### src/verilog/cnpg_map.svh
// Purpose: named constants for the card and flash pin glue
// Assumes: 32-bit transfer address, 26-bit external address
// Notes:   definitions only
`ifndef CNPG_MAP_SVH
`define CNPG_MAP_SVH

// region decode on transfer address bits 31..28
`define CNPG_REGION_MSB     31
`define CNPG_REGION_LSB     28
`define CNPG_REGION_NAND    4'h4
`define CNPG_REGION_CARD_A  4'h5
`define CNPG_REGION_CARD_B  4'h6

// card mode field on transfer address bits 23..21
`define CNPG_MODE_MSB       23
`define CNPG_MODE_LSB       21
`define CNPG_CODE_ATTR      3'h0
`define CNPG_CODE_COMMON    3'h2
`define CNPG_CODE_IO        3'h4
`define CNPG_CODE_IDE       3'h6
`define CNPG_CODE_ALT_IDE   3'h7

// external address bits with a second use
`define CNPG_REG_BIT        22
`define CNPG_A25_BIT        25

// bus width field codes
`define CNPG_WIDTH_8        2'h0
`define CNPG_WIDTH_16       2'h1

// chip select pin positions
`define CNPG_SEL_NAND       3
`define CNPG_SEL_CARD_A     4
`define CNPG_SEL_CARD_B     5
`define CNPG_SEL_SIX        6
`define CNPG_SEL_SEVEN      7

// idle level of every active-low pin after reset
`define CNPG_PIN_IDLE       1'b1
`define CNPG_SEL_IDLE       8'hff
`define CNPG_DIR_RESET      1'b1
`define CNPG_ADDR_RESET     1'b0 // address, register select and status after reset

`endif

### src/verilog/cnpg_pkg.sv
// Purpose: types shared by the card and flash pin glue
// Assumes: nothing beyond the map header
// Notes:   mode codes are one-hot
package cnpg_pkg;

	// decoded card access mode
	typedef enum logic [5:0] {
		CNPG_MODE_NONE    = 6'h01,
		CNPG_MODE_ATTR    = 6'h02,
		CNPG_MODE_COMMON  = 6'h04,
		CNPG_MODE_IO      = 6'h08,
		CNPG_MODE_IDE     = 6'h10,
		CNPG_MODE_ALT_IDE = 6'h20
	} cnpg_mode_e;

	typedef logic [1:0] cnpg_width_t;

	// all registered pin state of the top module
	typedef struct packed {
		logic [7:0] sel_pins_n;
		logic       rd_pin_n;
		logic       wr0_pin_n;
		logic       byte_lane1_select_pin_n;
		logic       nbs3_pin_n;
		logic       a25_pin;
		logic       card_enable_low_n;
		logic       card_enable_high_n;
		logic       reg_select_pin;
		logic       card_access;
		logic       direction;
	} cnpg_state_s;

endpackage : cnpg_pkg

### src/verilog/cnpg_card_mode_dec.sv
// Purpose: card mode decode and card enable derivation
// Assumes: byte selects and chip select come straight from the controller
// Notes:   purely combinational; the top registers the results
`timescale 1ns/1ps
`default_nettype none
`include "cnpg_map.svh"

module cnpg_card_mode_dec
	import cnpg_pkg::*;
(
	// transfer side
	input  wire logic [2:0]  i_mode_bits,
	input  wire logic        i_space_hit,
	input  wire cnpg_width_t i_bus_width_field,
	// controller strobes, active low
	input  wire logic        i_chip_select_n,
	input  wire logic        i_byte_lane0_select_n,
	input  wire logic        i_byte_lane1_select_n,
	// decoded results
	output cnpg_mode_e       o_mode,
	output logic             o_card_enable_low_n,
	output logic             o_card_enable_high_n
);

	////////////////////////////////////////////////////////////////
	// mode decode, undecoded codes fall to none
	always_comb begin
		o_mode = CNPG_MODE_NONE;
		if (i_space_hit) begin
			case (i_mode_bits)
				`CNPG_CODE_ATTR:    o_mode = CNPG_MODE_ATTR;
				`CNPG_CODE_COMMON:  o_mode = CNPG_MODE_COMMON;
				`CNPG_CODE_IO:      o_mode = CNPG_MODE_IO;
				`CNPG_CODE_IDE:     o_mode = CNPG_MODE_IDE;
				`CNPG_CODE_ALT_IDE: o_mode = CNPG_MODE_ALT_IDE;
				default:            o_mode = CNPG_MODE_NONE;
			endcase
		end
	end

	////////////////////////////////////////////////////////////////
	// enables follow the chip select: a forced 0 becomes the select itself
	always_comb begin
		o_card_enable_high_n = `CNPG_PIN_IDLE;
		o_card_enable_low_n  = `CNPG_PIN_IDLE;
		case (o_mode)
			CNPG_MODE_ATTR: begin
				o_card_enable_high_n = i_byte_lane1_select_n | i_chip_select_n;
				o_card_enable_low_n  = i_byte_lane0_select_n | i_chip_select_n;
			end
			CNPG_MODE_COMMON, CNPG_MODE_IO: begin
				if (i_bus_width_field == `CNPG_WIDTH_8) begin
					o_card_enable_high_n = `CNPG_PIN_IDLE;
					o_card_enable_low_n  = i_chip_select_n;
				end else begin
					o_card_enable_high_n = i_byte_lane1_select_n | i_chip_select_n;
					o_card_enable_low_n  = i_byte_lane0_select_n | i_chip_select_n;
				end
			end
			CNPG_MODE_IDE: begin
				o_card_enable_high_n = `CNPG_PIN_IDLE;  // task file and data: high off
				o_card_enable_low_n  = i_chip_select_n;
			end
			CNPG_MODE_ALT_IDE: begin
				o_card_enable_high_n = i_chip_select_n;
				o_card_enable_low_n  = `CNPG_PIN_IDLE;
			end
			default: begin
				o_card_enable_high_n = `CNPG_PIN_IDLE;
				o_card_enable_low_n  = `CNPG_PIN_IDLE;
			end
		endcase
	end

endmodule : cnpg_card_mode_dec
`default_nettype wire

### src/verilog/cnpg_flash_gate.sv
// Purpose: gate controller strobes onto the flash strobe pins
// Assumes: strobes and chip select are active low
// Notes:   purely combinational
`timescale 1ns/1ps
`default_nettype none
`include "cnpg_map.svh"

module cnpg_flash_gate (
	// configuration
	input  wire logic       i_assign_nand_space,
	// transfer side
	input  wire logic [3:0] i_region,
	input  wire logic       i_nand_select_line_n,
	input  wire logic       i_read_strobe_n,
	input  wire logic       i_write_strobe_low_n,
	// flash strobes, active low
	output logic            o_flash_read_strobe_n,
	output logic            o_flash_write_strobe_n
);

	logic active;

	////////////////////////////////////////////////////////////////
	// strobes pass only while the flash space is selected
	always_comb begin
		active = i_assign_nand_space & ~i_nand_select_line_n
			& (i_region == `CNPG_REGION_NAND);
		o_flash_read_strobe_n  = active ? i_read_strobe_n : `CNPG_PIN_IDLE;
		o_flash_write_strobe_n = active ? i_write_strobe_low_n : `CNPG_PIN_IDLE;
	end

endmodule : cnpg_flash_gate
`default_nettype wire

### src/verilog/card_nand_pin_glue.sv
// Purpose: pin glue for a removable memory card and a flash device
// Assumes: controller strobes and addresses synchronous to i_clk_sys
// Notes:   every pin output is registered, one cycle after its inputs
`timescale 1ns/1ps
`default_nettype none
`include "cnpg_map.svh"

// Behaviour
// - address bits 23..21 select card mode
// - address line 22 drives card register select outside IDE modes
// - slot assign bit dedicates select pin
// - attr and 16-bit common/io: enables follow byte selects
// - 8-bit common/io: high off, low on
// - alt IDE 0/1; idle or unassigned 1/1
// - card enables timed like card select
// - io and IDE strobes on io pins
// - memory modes strobes on memory pins
// - shared pins carry card signals only then
// - direction stable through whole transfer
// - slot buffer enable timed like select
// - flash assign enables third space logic
// - flash strobes only while flash selected
// - flash strobes replace selects six, seven
// - card spaces at 0x5 and 0x6 regions
module card_nand_pin_glue
	import cnpg_pkg::*;
(
	// clock and reset
	input  wire logic        i_clk_sys,
	input  wire logic        i_rst_n,
	// assignment bits
	input  wire logic        i_assign_nand_space,
	input  wire logic        i_assign_card_slot_a,
	input  wire logic        i_assign_card_slot_b,
	// chip select widths of the card spaces
	input  wire cnpg_width_t i_bus_width_field_a,
	input  wire cnpg_width_t i_bus_width_field_b,
	// transfer in progress
	input  wire logic [31:0] i_xfer_addr,
	input  wire logic        i_xfer_write,
	// controller pins, active low unless noted
	input  wire logic [7:0]  i_chip_select_n,
	input  wire logic        i_read_strobe_n,
	input  wire logic        i_write_strobe_low_n,
	input  wire logic        i_byte_lane0_select_n,
	input  wire logic        i_byte_lane1_select_n,
	input  wire logic        i_byte_lane3_select_n,
	input  wire logic [25:0] i_ext_addr,
	// device pins
	output wire logic [7:0]  o_select_pins_n,
	output wire logic        o_rd_pin_n,
	output wire logic        o_wr0_pin_n,
	output wire logic        o_byte_lane1_select_pin_n,
	output wire logic        o_nbs3_pin_n,
	output wire logic        o_a25_pin,
	output wire logic        o_reg_select_pin,
	output wire logic        o_card_enable_low_n,
	output wire logic        o_card_enable_high_n,
	// status
	output wire logic        o_card_access
);

	cnpg_state_s state_q;
	cnpg_state_s state_d;
	cnpg_mode_e  mode;
	cnpg_width_t width_sel;
	logic [3:0]  region;
	logic        hit_a;
	logic        hit_b;
	logic        card_cs_n;
	logic        ce_low_n;
	logic        ce_high_n;
	logic        flash_rd_n;
	logic        flash_wr_n;

	////////////////////////////////////////////////////////////////
	// card space decode, slot a wins if both match
	assign region    = i_xfer_addr[`CNPG_REGION_MSB:`CNPG_REGION_LSB];
	assign hit_a     = i_assign_card_slot_a & (region == `CNPG_REGION_CARD_A);
	assign hit_b     = i_assign_card_slot_b & (region == `CNPG_REGION_CARD_B);
	assign width_sel = hit_a ? i_bus_width_field_a : i_bus_width_field_b;
	assign card_cs_n = hit_a ? i_chip_select_n[`CNPG_SEL_CARD_A]
		: (hit_b ? i_chip_select_n[`CNPG_SEL_CARD_B] : `CNPG_PIN_IDLE);

	// mode and card enables
	cnpg_card_mode_dec u_mode_dec (
		.i_mode_bits           (i_xfer_addr[`CNPG_MODE_MSB:`CNPG_MODE_LSB]),
		.i_space_hit           (hit_a | hit_b),
		.i_bus_width_field     (width_sel),
		.i_chip_select_n       (card_cs_n),
		.i_byte_lane0_select_n (i_byte_lane0_select_n),
		.i_byte_lane1_select_n (i_byte_lane1_select_n),
		.o_mode                (mode),
		.o_card_enable_low_n   (ce_low_n),
		.o_card_enable_high_n  (ce_high_n)
	);

	// flash strobe gating
	cnpg_flash_gate u_flash_gate (
		.i_assign_nand_space    (i_assign_nand_space),
		.i_region               (region),
		.i_nand_select_line_n   (i_chip_select_n[`CNPG_SEL_NAND]),
		.i_read_strobe_n        (i_read_strobe_n),
		.i_write_strobe_low_n   (i_write_strobe_low_n),
		.o_flash_read_strobe_n  (flash_rd_n),
		.o_flash_write_strobe_n (flash_wr_n)
	);

	////////////////////////////////////////////////////////////////
	// next pin state
	always_comb begin
		state_d = state_q;
		state_d.card_access        = (mode != CNPG_MODE_NONE);
		state_d.card_enable_low_n  = ce_low_n;
		state_d.card_enable_high_n = ce_high_n;

		// direction caught on the first cycle of an access, then held
		if (state_d.card_access && !state_q.card_access) begin
			state_d.direction = ~i_xfer_write;
		end

		// select pins: dedicated or ordinary
		state_d.sel_pins_n = i_chip_select_n;
		state_d.sel_pins_n[`CNPG_SEL_CARD_A] = i_chip_select_n[`CNPG_SEL_CARD_A];
		state_d.sel_pins_n[`CNPG_SEL_CARD_B] = i_chip_select_n[`CNPG_SEL_CARD_B];
		if (i_assign_nand_space) begin
			state_d.sel_pins_n[`CNPG_SEL_SIX]   = flash_rd_n;
			state_d.sel_pins_n[`CNPG_SEL_SEVEN] = flash_wr_n;
		end

		// shared pins default to the ordinary signals
		state_d.rd_pin_n       = i_read_strobe_n;
		state_d.wr0_pin_n      = i_write_strobe_low_n;
		state_d.byte_lane1_select_pin_n     = i_byte_lane1_select_n;
		state_d.nbs3_pin_n     = i_byte_lane3_select_n;
		state_d.a25_pin        = i_ext_addr[`CNPG_A25_BIT];
		state_d.reg_select_pin = i_ext_addr[`CNPG_REG_BIT];

		// card strobe steering
		case (mode)
			CNPG_MODE_ATTR, CNPG_MODE_COMMON: begin
				state_d.rd_pin_n   = i_read_strobe_n;
				state_d.wr0_pin_n  = i_write_strobe_low_n;
				state_d.byte_lane1_select_pin_n = `CNPG_PIN_IDLE;
				state_d.nbs3_pin_n = `CNPG_PIN_IDLE;
				state_d.a25_pin    = state_d.direction;
			end
			CNPG_MODE_IO: begin
				state_d.rd_pin_n   = `CNPG_PIN_IDLE;
				state_d.wr0_pin_n  = `CNPG_PIN_IDLE;
				state_d.byte_lane1_select_pin_n = i_read_strobe_n;
				state_d.nbs3_pin_n = i_write_strobe_low_n;
				state_d.a25_pin    = state_d.direction;
			end
			CNPG_MODE_IDE, CNPG_MODE_ALT_IDE: begin
				state_d.rd_pin_n       = ~`CNPG_PIN_IDLE;
				state_d.wr0_pin_n      = `CNPG_PIN_IDLE;
				state_d.byte_lane1_select_pin_n     = i_read_strobe_n;
				state_d.nbs3_pin_n     = i_write_strobe_low_n;
				state_d.a25_pin        = state_d.direction;
				state_d.reg_select_pin = `CNPG_PIN_IDLE;       // register select unused
			end
			default: begin
				state_d.card_access = 1'b0;
			end
		endcase
	end

	////////////////////////////////////////////////////////////////
	// state register
	always_ff @(posedge i_clk_sys or negedge i_rst_n) begin
		if (!i_rst_n) begin
			state_q.sel_pins_n         <= `CNPG_SEL_IDLE;
			state_q.rd_pin_n           <= `CNPG_PIN_IDLE;
			state_q.wr0_pin_n          <= `CNPG_PIN_IDLE;
			state_q.byte_lane1_select_pin_n         <= `CNPG_PIN_IDLE;
			state_q.nbs3_pin_n         <= `CNPG_PIN_IDLE;
			state_q.a25_pin            <= `CNPG_ADDR_RESET;
			state_q.card_enable_low_n  <= `CNPG_PIN_IDLE;
			state_q.card_enable_high_n <= `CNPG_PIN_IDLE;
			state_q.reg_select_pin     <= `CNPG_ADDR_RESET;
			state_q.card_access        <= `CNPG_ADDR_RESET;
			state_q.direction          <= `CNPG_DIR_RESET;
		end else begin
			state_q <= state_d;
		end
	end

	// outputs straight from the state register
	assign o_select_pins_n      = state_q.sel_pins_n;
	assign o_rd_pin_n           = state_q.rd_pin_n;
	assign o_wr0_pin_n          = state_q.wr0_pin_n;
	assign o_byte_lane1_select_pin_n         = state_q.byte_lane1_select_pin_n;
	assign o_nbs3_pin_n         = state_q.nbs3_pin_n;
	assign o_a25_pin            = state_q.a25_pin;
	assign o_reg_select_pin     = state_q.reg_select_pin;
	assign o_card_enable_low_n  = state_q.card_enable_low_n;
	assign o_card_enable_high_n = state_q.card_enable_high_n;
	assign o_card_access        = state_q.card_access;
endmodule : card_nand_pin_glue
`default_nettype wire

### config.mk
export PLATFORM = sky130hd
export DESIGN_NAME = card_nand_pin_glue
export DESIGN_NICKNAME = d
export VERILOG_FILES = /design/src/verilog/cnpg_pkg.sv /design/src/verilog/cnpg_card_mode_dec.sv /design/src/verilog/cnpg_flash_gate.sv /design/src/verilog/card_nand_pin_glue.sv
export VERILOG_INCLUDE_DIRS = /design/src /design/src/verilog
export SDC_FILE = /design/constraint.sdc
export NUM_CORES = 1
export LEC_CHECK = 0
export ABC_AREA = 1
export BUFFER_PORTS_ARGS = -buffer_cell sky130_fd_sc_hd__buf_4
export CAP_MARGIN = 20
export CORE_ASPECT_RATIO = 1.25
export CORE_MARGIN = 8
export CORE_UTILIZATION = 38
export DETAILED_ROUTE_END_ITERATION = 10
export HOLD_SLACK_MARGIN = 0.08
export PLACE_DENSITY = 0.95
export SYNTH_ARGS = -nofsm -noshare
export SYNTH_HDL_FRONTEND = slang
export SYNTH_SLANG_ARGS = --single-unit
export TNS_END_PERCENT = 20
### constraint.sdc
create_clock -name i_clk_sys -period 2.2 [get_ports i_clk_sys]
set_input_delay 0 -clock i_clk_sys [delete_from_list [all_inputs] [get_ports i_clk_sys]]
set_output_delay 0 -clock i_clk_sys [all_outputs]
set_load 0.02 [all_outputs]
After elaboration in Yosys (flattened, before gate mapping). Cells that the tools add are included.

Bitwise gates (word level): 9. Reduce and logical (&&, ||, !) cells: 8. Multiplexer cells: 16. Equal/unequal tests: 13.

Operator list (count): 6-bit case mux with 5 select lines (1); 5-bit case mux with 3 select lines (1); 4-bit by 3-bit == test with 1-bit output, second input constant (3); 3-bit == test, second input constant (3); 1-bit 2-to-1 mux (9); 6-bit by 2-bit == test with 1-bit output, second input constant (1); 6-bit by 3-bit == test with 1-bit output, second input constant (1); 6-bit by 4-bit == test with 1-bit output, second input constant (1); 6-bit by 5-bit == test with 1-bit output, second input constant (1); 6-bit == test, second input constant (1); 6-bit 2-to-1 mux (1); 6-bit by 1-bit inequality test with 1-bit output, second input constant (1); 1-bit case mux with 3 select lines (2); 2-bit OR reduction (3); 5-bit OR reduction (1); 1-bit bitwise AND (4); 2-bit 2-to-1 mux (2); 3-bit by 2-bit == test with 1-bit output, second input constant (1); 3-bit logical NOT (1); 1-bit OR (3); 2-bit logical NOT (1); 1-bit NOT (2); 1-bit logical AND (1); 1-bit logical NOT (1).

Flip-flop bits (word level): 18. Input bits: 81. Logic and storage cells: 57.

Logic depth before layout (Yosys ltp). Gate-level depths: netlist of run 1.

Depth after elaboration: 8. Mapped depth: 10.

By module. From an unflattened synthesis of run 1, not the netlist that was laid out.

Cells, all modules: 144. Area total of the unflattened synthesis: 1094.8 sq um.

By module, submodules not included: card_nand_pin_glue (area an instance 872.1 sq um, cells an instance 96, instances 1, seq. area each 469.2 sq um); cnpg_card_mode_dec (area an instance 180.2 sq um, cells an instance 38, instances 1, seq. area each 0.0 sq um); cnpg_flash_gate (area an instance 42.5 sq um, cells an instance 10, instances 1, seq. area each 0.0 sq um).

Worst setup path before layout of run 1. Ideal clock, no wire load.

Path type: register -> register. Start: register state_q, in the netlist o_card_access. End: register state_q, in the netlist o_a25_pin. Period minus slack after synthesis: 0.910 ns. Arrival: 0.788 ns. Slack: 1.290 ns. Library setup time: 0.122 ns. Cell stages (with the launch flop): 6. Cell sequence: dfrtp_1 inv_1 nand3_1 nand2_2 o211ai_2 nand2_1.

RTL lines: from (decl) (line card_nand_pin_glue.sv:63) `cnpg_state_s state_q;`; from (signal assigned) (line card_nand_pin_glue.sv:185) `state_q <= state_d;`.

==> impl_metrics.py, run 1 <==
metrics = {
    "yosys": {
        "synth_area_leaders": "dfstp_2 (40%), nand2_1 (8.1%), dfrtp_1 (7.7%)",
        "synth_fa_ha_area_share_pct": 0,
        "synth_simple_gate_area_share_pct": 31.92,
        "synth_xor_area_share_pct": 0,
        "synth_top_area_share_pct": 40.38,
        "yosysSeqAreaShare_pct": 48.08,
        "synthesis.nets": 188,
        "synth_compound_area_share_pct": 6.538,
        "syn_inst": 107,
        "synth_mux_area_share_pct": 0,
        "synth_top_family_by_area": "simple AND/OR/NAND/NOR gates",
        "synth-seq-cells": 18,
        "synth_area_um2": 975.9,
        "avgSynthCellArea_um2": 9.121,
        "ys_warn_count": 0,
        "synth_top_area_cell": "dfstp_2",
        "yosys.cell_types.count": 25,
    },
    "worst_setup_path": {
        "crit_arrival_ps": 2060,
        "endpoint_kind": "flip-flop",
        "required_ps": 2420,
        "crit_slowest_cell": "dlygate4sd3_1",
        "crit_path_max_incr_delay_ps": 600,
        "path_cells": "dlygate4sd3_1 > buf_4 > nor2_1 > dlygate4sd3_1 > a21oi_1 > dlygate4sd3_1",
        "cpMostUsedCell": "dlygate4sd3_1",
        "crit_fanout": 1,
        "worst-setup-path-type": "primary input to flip-flop",
        "start_kind": "primary input",
    },
    "power_and_ir_drop": {
        "power.density_nw_per_um2": 453.2,
        "p_leak_nw": 0.8204,
        "vdd_drop_max_v": 0.0003025,
    },
    "job": {
        "maxCapViolations": 0,
    },
    "floorplanning": {
        "coreArea_um2": 2427,
        "dieArea_um2": 4456,
        "die_h_um": 72.66,
        "fp-row-count": 20,
        "die_w_um": 61.33,
        "start_util_pct": 40.21,
        "ios": 98,
    },
    "sta": {
        "finalCriticalPeriod_ps": 1840,
        "fmax_mhz": 543.5,
        "slew_violations": 0,
        "final.setup.worst_slack_ps": 359.9,
        "hold_viol": 0,
        "finalSetupViolCount": 0,
        "slew_headroom_pct": 66.84,
        "rsz0062_at_grt": "no",
        "skew_ps": 0.2393,
        "worstMarginPinSlew_ps": 492.9,
        "min_period_over_period_pct": 83.64,
        "finalSetupTns_ps": 0,
    },
    "finish": {
        "drive_gt1_share_pct": 47.22,
        "nets": 262,
        "syn_to_final_growth_pct": 67.69,
        "final_cell_area_um2": 1637,
        "fill_cells": 157,
        "register_area_um2": 469.2,
        "multi_input_area_um2": 375.4,
    },
    "clock_tree": {
        "numCtsBuffers": 3,
        "clk_path_buf_depth": 2,
        "cts_tree": "built",
        "cts_max_level": 1,
        "cts_setup_buffers": 0,
        "clockRootBuffer": "clkbuf_4",
        "cts_sinks": 18,
        "clock_latency_ps": 280,
        "path_clk_slew_ps": 90,
    },
    "drt": {
        "routedWlPerCell_um": 15.70,
        "drc": 0,
        "vias_per_cell": 4.860,
        "first_pass_iters": 4,
        "vias": 1040,
        "drt_wl_total_mm": 3.359,
        "drt_iter0_drc": 24,
        "postRouteAntennaNets": 0,
    },
    "placed_design": {
        "dpl-instance-area_um2": 1318,
        "globalplace.congestion": 0.9188,
        "pre_cts_slack_ps": 1205,
        "io_buffers": 48,
        "hpwl_mm": 2.038,
    },
    "global_routing": {
        "grt_use_total_pct": 15.78,
        "antenna_found_initial": 1,
        "grt_pass1_vias": 1142,
        "grt_overflow": 0,
        "grt_pass1_wl_mm": 5.085,
        "grt_max_degree": 19,
    },
    "status": {
        "status": "complete, no violations",
    },
    "hold_path": {
        "min_path_type": "primary input to async pin",
    },
}
==> where the power goes <==
part           switching [mW]  internal (mW)
sequential            0.00708          0.364
combinational          0.0992          0.109
clock                  0.0916         0.0704
==> cells in the mapped netlist <==
cell type and number:
nand3_1 6, a21oi_1 3, nand2_4 2, inv_2 2, o21ai_1 2, inv_1 17
o21ai_2 1, nor2_1 4, o21a_1 1, dfrtp_1 3, o21ai_0 2, nand2_2 5
or2_2 2, nor3_1 1, nor2_4 2, o211ai_2 1, nand4_1 3, nor2_2 1
nand3_4 2, nand3b_1 1, nand2_8 1, nand2_1 21, dfstp_2 15, buf_4 8
nor4_1 1
==> area by class of cell <==
cell class,count,share of cell area [%]
antenna,1,0.1529
clock buffer,4,1.606
inverter,19,4.358
multi-input combinational,62,22.94
sequential,18,28.67
tap,33,2.523
timing repair buffer,77,39.76
==> cell usage in the layout, fill, tap and decap left out, types with 2 or more instances in the layout <==
cell / count
or2_2: 2
nand2_1: 21
a21oi_1: 3
nand2_4: 2
nor2_1: 4
inv_1: 17
nand4_1: 3
o21ai_0: 2
dlygate4sd3_1: 29
nand3_4: 2
nor2_4: 2
nand2_2: 5
clkbuf_4: 3
o21ai_1: 2
buf_4: 48
inv_2: 2
nand3_1: 6
dfstp_2: 15
dfrtp_1: 3
==> worst paths after layout <==
path,from,end,slack [ps],cells after the start
min in group i_clk_sys,i_xfer_addr[23],o_card_enable_high_n,210,6
min,i_rst_n,o_reg_select_pin,110,2
max in group asynchronous,i_rst_n,o_select_pins_n[1],1850,2
max reg2reg,o_card_access,o_a25_pin,710,6
max,i_chip_select_n[6],o_select_pins_n[6],360,6
min reg2reg,state_q[0],state_q[0],610,3
==> cell families after synthesis <==
kind of cell           Yosys count
and+or+nand+nor                 52
buffers and inverters           27
DFF                             18
AOI/OAI and AO/OA               10
==> routing by layer <==
metal	up-vias	part of all wire (%)	global-route usage (%)	wire length, um
met1	494	33	14.09	1109
met2	55	54	28.79	1825
met5	-	0	0	0
met3	17	6.7	1.235	225
li1	474	-	-	-
met4	0	5.9	15.32	198
==> state kept, by name (all words and copies together), names as in the netlist <==
register and cells:
o_select_pins_n 8, o_a25_pin 1, o_byte_lane1_select_pin_n 1, o_card_access 1
o_card_enable_high_n 1, o_card_enable_low_n 1, o_nbs3_pin_n 1, o_rd_pin_n 1
o_reg_select_pin 1, o_wr0_pin_n 1, state_q 1
==> critical path, delay by kind of cell <==
| family | cells | cell delay, ps |
|---|---|---|
| AO/OA/AOI/OAI | 1 | 60 |
| buffers and inverters | 4 | 1850 |
| AND/OR/NAND/NOR | 1 | 140 |
==> metrics by stage <==
stage               util, %  power, mW  hold WS (ps)  std cells
global route          67.42     0.7776         99.03        214
floorplan                 -     0.4549        -295.6        107
finish                67.42     0.7417         107.5        214
global placement      54.28     0.5266        -137.1        180
CTS                   67.32     0.7289         118.0        213
detailed placement    54.28     0.5343        -132.0        180
==> what timing repair did <==
item                                   CTS  global route
gates resized for setup                  0             0
endpoints found under the hold margin   36             0
hold buffers                            29             0
(Power assumes the default switching activity.)
==> inputs of run 2 (changes only) <==
--- a/config.mk
+++ b/config.mk
@@ -11,10 +11,10 @@
 export CAP_MARGIN = 20
 export CORE_ASPECT_RATIO = 1.25
 export CORE_MARGIN = 8
-export CORE_UTILIZATION = 38
+export CORE_UTILIZATION = 32
 export DETAILED_ROUTE_END_ITERATION = 10
 export HOLD_SLACK_MARGIN = 0.08
-export PLACE_DENSITY = 0.95
+export PLACE_DENSITY = 0.87
 export SYNTH_ARGS = -nofsm -noshare
 export SYNTH_HDL_FRONTEND = slang
 export SYNTH_SLANG_ARGS = --single-unit
==> constraint.sdc (replaced) <==
create_clock -name i_clk_sys -period 1.6 [get_ports i_clk_sys]
set_input_delay 0 -clock i_clk_sys [delete_from_list [all_inputs] [get_ports i_clk_sys]]
set_output_delay 0 -clock i_clk_sys [all_outputs]
set_load 0.02 [all_outputs]
==> run 2 against run 1 <==
  * First-iteration DRC count fell by 25%
  * Sequential cell count stayed put
  * Worst setup slack worse by 190 ps
  * Register-to-register slack worse by 540 ps
  * Utilization shrank 10 points
  * Cell count increased by 0.93%
  * Global-route usage fell by 4.9 points
  * Critical path type is now flip-flop to flip-flop
  * Die area up 14%
  * Hold slack improved by 14 ps
  * Largest cell class unchanged
  * Final area grew 1.8%
  * Highest routed layer unchanged
  * Via count fell by 10%
  * Sequential share of layout area shrank 0.52 points
  * Largest power group unchanged
==> impl_metrics.py, run 2 (synthesized netlist as in run 1, its figures left out) <==
metrics = {
    "global_routing": {
        "grt_use_total_pct": 10.84,
        "grt_overflow": 0,
        "top_usage_layer": "met2",
        "antenna_found_initial": 0,
        "grt_pass1_wl_mm": 4.436,
        "grtUsageMet3_pct": 1.868,
        "gr-usage-met2_pct": 21.22,
        "grt_pass1_vias": 1051,
        "grt_max_degree": 19,
        "grtUsageMet1_pct": 10.00,
    },
    "clock_tree": {
        "numCtsBuffers": 3,
        "clock_latency_ps": 290,
        "clockRootBuffer": "clkbuf_4",
        "cts_sinks": 18,
        "path_clk_slew_ps": 100,
        "cts_max_level": 1,
        "clk_path_buf_depth": 2,
        "cts_tree": "built",
    },
    "sta": {
        "finalCriticalPeriod_ps": 1433,
        "min_period_over_period_pct": 89.58,
        "rsz0062_at_grt": "no",
        "skew_ps": 0.7118,
        "worstMarginPinSlew_ps": 233.2,
        "fmax_mhz": 697.7,
        "slew_violations": 0,
        "hold_viol": 0,
        "finalSetupTns_ps": 0,
        "finalSetupViolCount": 0,
        "slew_headroom_pct": 84.29,
    },
    "power_and_ir_drop": {
        "vdd_drop_max_v": 0.0003819,
        "p_leak_nw": 0.8639,
        "power.density_nw_per_um2": 639.2,
    },
    "drt": {
        "drt_wl_total_mm": 2.636,
        "drt_iter0_drc": 18,
        "drc": 0,
        "routedWlPerCell_um": 12.20,
        "postRouteAntennaNets": 0,
        "first_pass_iters": 4,
        "vias_per_cell": 4.319,
        "vias": 933,
    },
    "status": {
        "status": "complete, no violations",
    },
    "finish": {
        "largest_reg_flops": 8,
        "layout_common_cells": "buf_4 (47), dlygate4sd3_1 (25), nand2_1 (21)",
        "nets": 262,
        "drive_gt1_share_pct": 48.33,
        "diodes": 0,
        "final_common_cell": "buf_4",
        "utilization_pct": 57.12,
        "syn_to_final_growth_pct": 70.77,
    },
    "worst_setup_path": {
        "worst-setup-path-type": "flip-flop to flip-flop",
        "crit_arrival_ps": 1620,
        "start_kind": "flip-flop",
        "required_ps": 1790,
        "endpoint_kind": "flip-flop",
        "crit_fanout": 3,
    },
    "placed_design": {
        "globalplace.congestion": 0.7513,
        "io_buffers": 48,
        "hpwl_mm": 1.807,
    },
    "floorplanning": {
        "start_util_pct": 33.45,
        "die_h_um": 77.75,
        "die_w_um": 65.40,
        "coreArea_um2": 2918,
        "fp-row-count": 22,
        "ios": 98,
        "dieArea_um2": 5084,
    },
    "job": {
        "maxCapViolations": 0,
    },
    "hold_path": {
        "min_path_type": "primary input to async pin",
    },
}
[run 2: cell type report]
class,instances,area (um^2)
inverters,19,71.32
multi-input cells,62,380.4
repair buffers,77,664.4
clock buffers,4,36.28
fillers,256,1251
well taps,36,45.04
flip-flops and latches,18,469.2
[run 2: timing repair]
item,4_1_cts,5_1_grt
setup buffers,0,0
gates resized for setup,0,6
endpoints found under the setup margin,0,4
hold buffers,29,0
endpoints found under the hold margin,36,0
[run 2: worst max-delay path, stage by stage, from the launching register on]
cell           delay, ps
dfrtp_1              410
inv_1                 50
nand3_1              110
nand2_2               70
o211ai_2              60
nand2_1               70
dlygate4sd3_1        550
[run 2: final timing paths]
path | startpoint | endpoint | slack (ps) | cells past startpoint
setup / recovery | o_card_access | o_a25_pin | 170 | 6
hold / removal | i_rst_n | o_card_access | 120 | 2
setup reg to reg | o_card_access | o_a25_pin | 170 | 6
hold reg to reg | state_q[0] | state_q[0] | 580 | 3
max in group asynchronous | i_rst_n | o_card_enable_high_n | 1220 | 2
min in group i_clk_sys | i_xfer_addr[22] | o_card_enable_high_n | 130 | 5
[run 2: layer usage]
metal  vias to the layer above  wire length, um
li1                        472                -
met1                       428              891
met2                        27             1496
met3                         6              163
met4                         0               85
met5                         -                0
[run 2: metrics by stage]
stage	worst slack (ps)	cells	power (mW)	area, um^2	hold WS, ps
floorplan	689.9	107	0.6254	975.9	-295.6
global placement	660.4	183	0.7252	1321	-124.5
detailed placement	633.6	183	0.7301	1321	-122.2
CTS	15.37	216	1.063	1648	95.27
global route	69.66	216	1.126	1667	115.0
finish	166.7	216	1.065	1667	121.2
[run 2: report_power, final]
part           total, mW  switching [mW]  internal (mW)  leakage [nW]
logic              0.276           0.125          0.151         0.648
registers          0.509         0.00803          0.501         0.195
clock network      0.280           0.141          0.139        0.0210
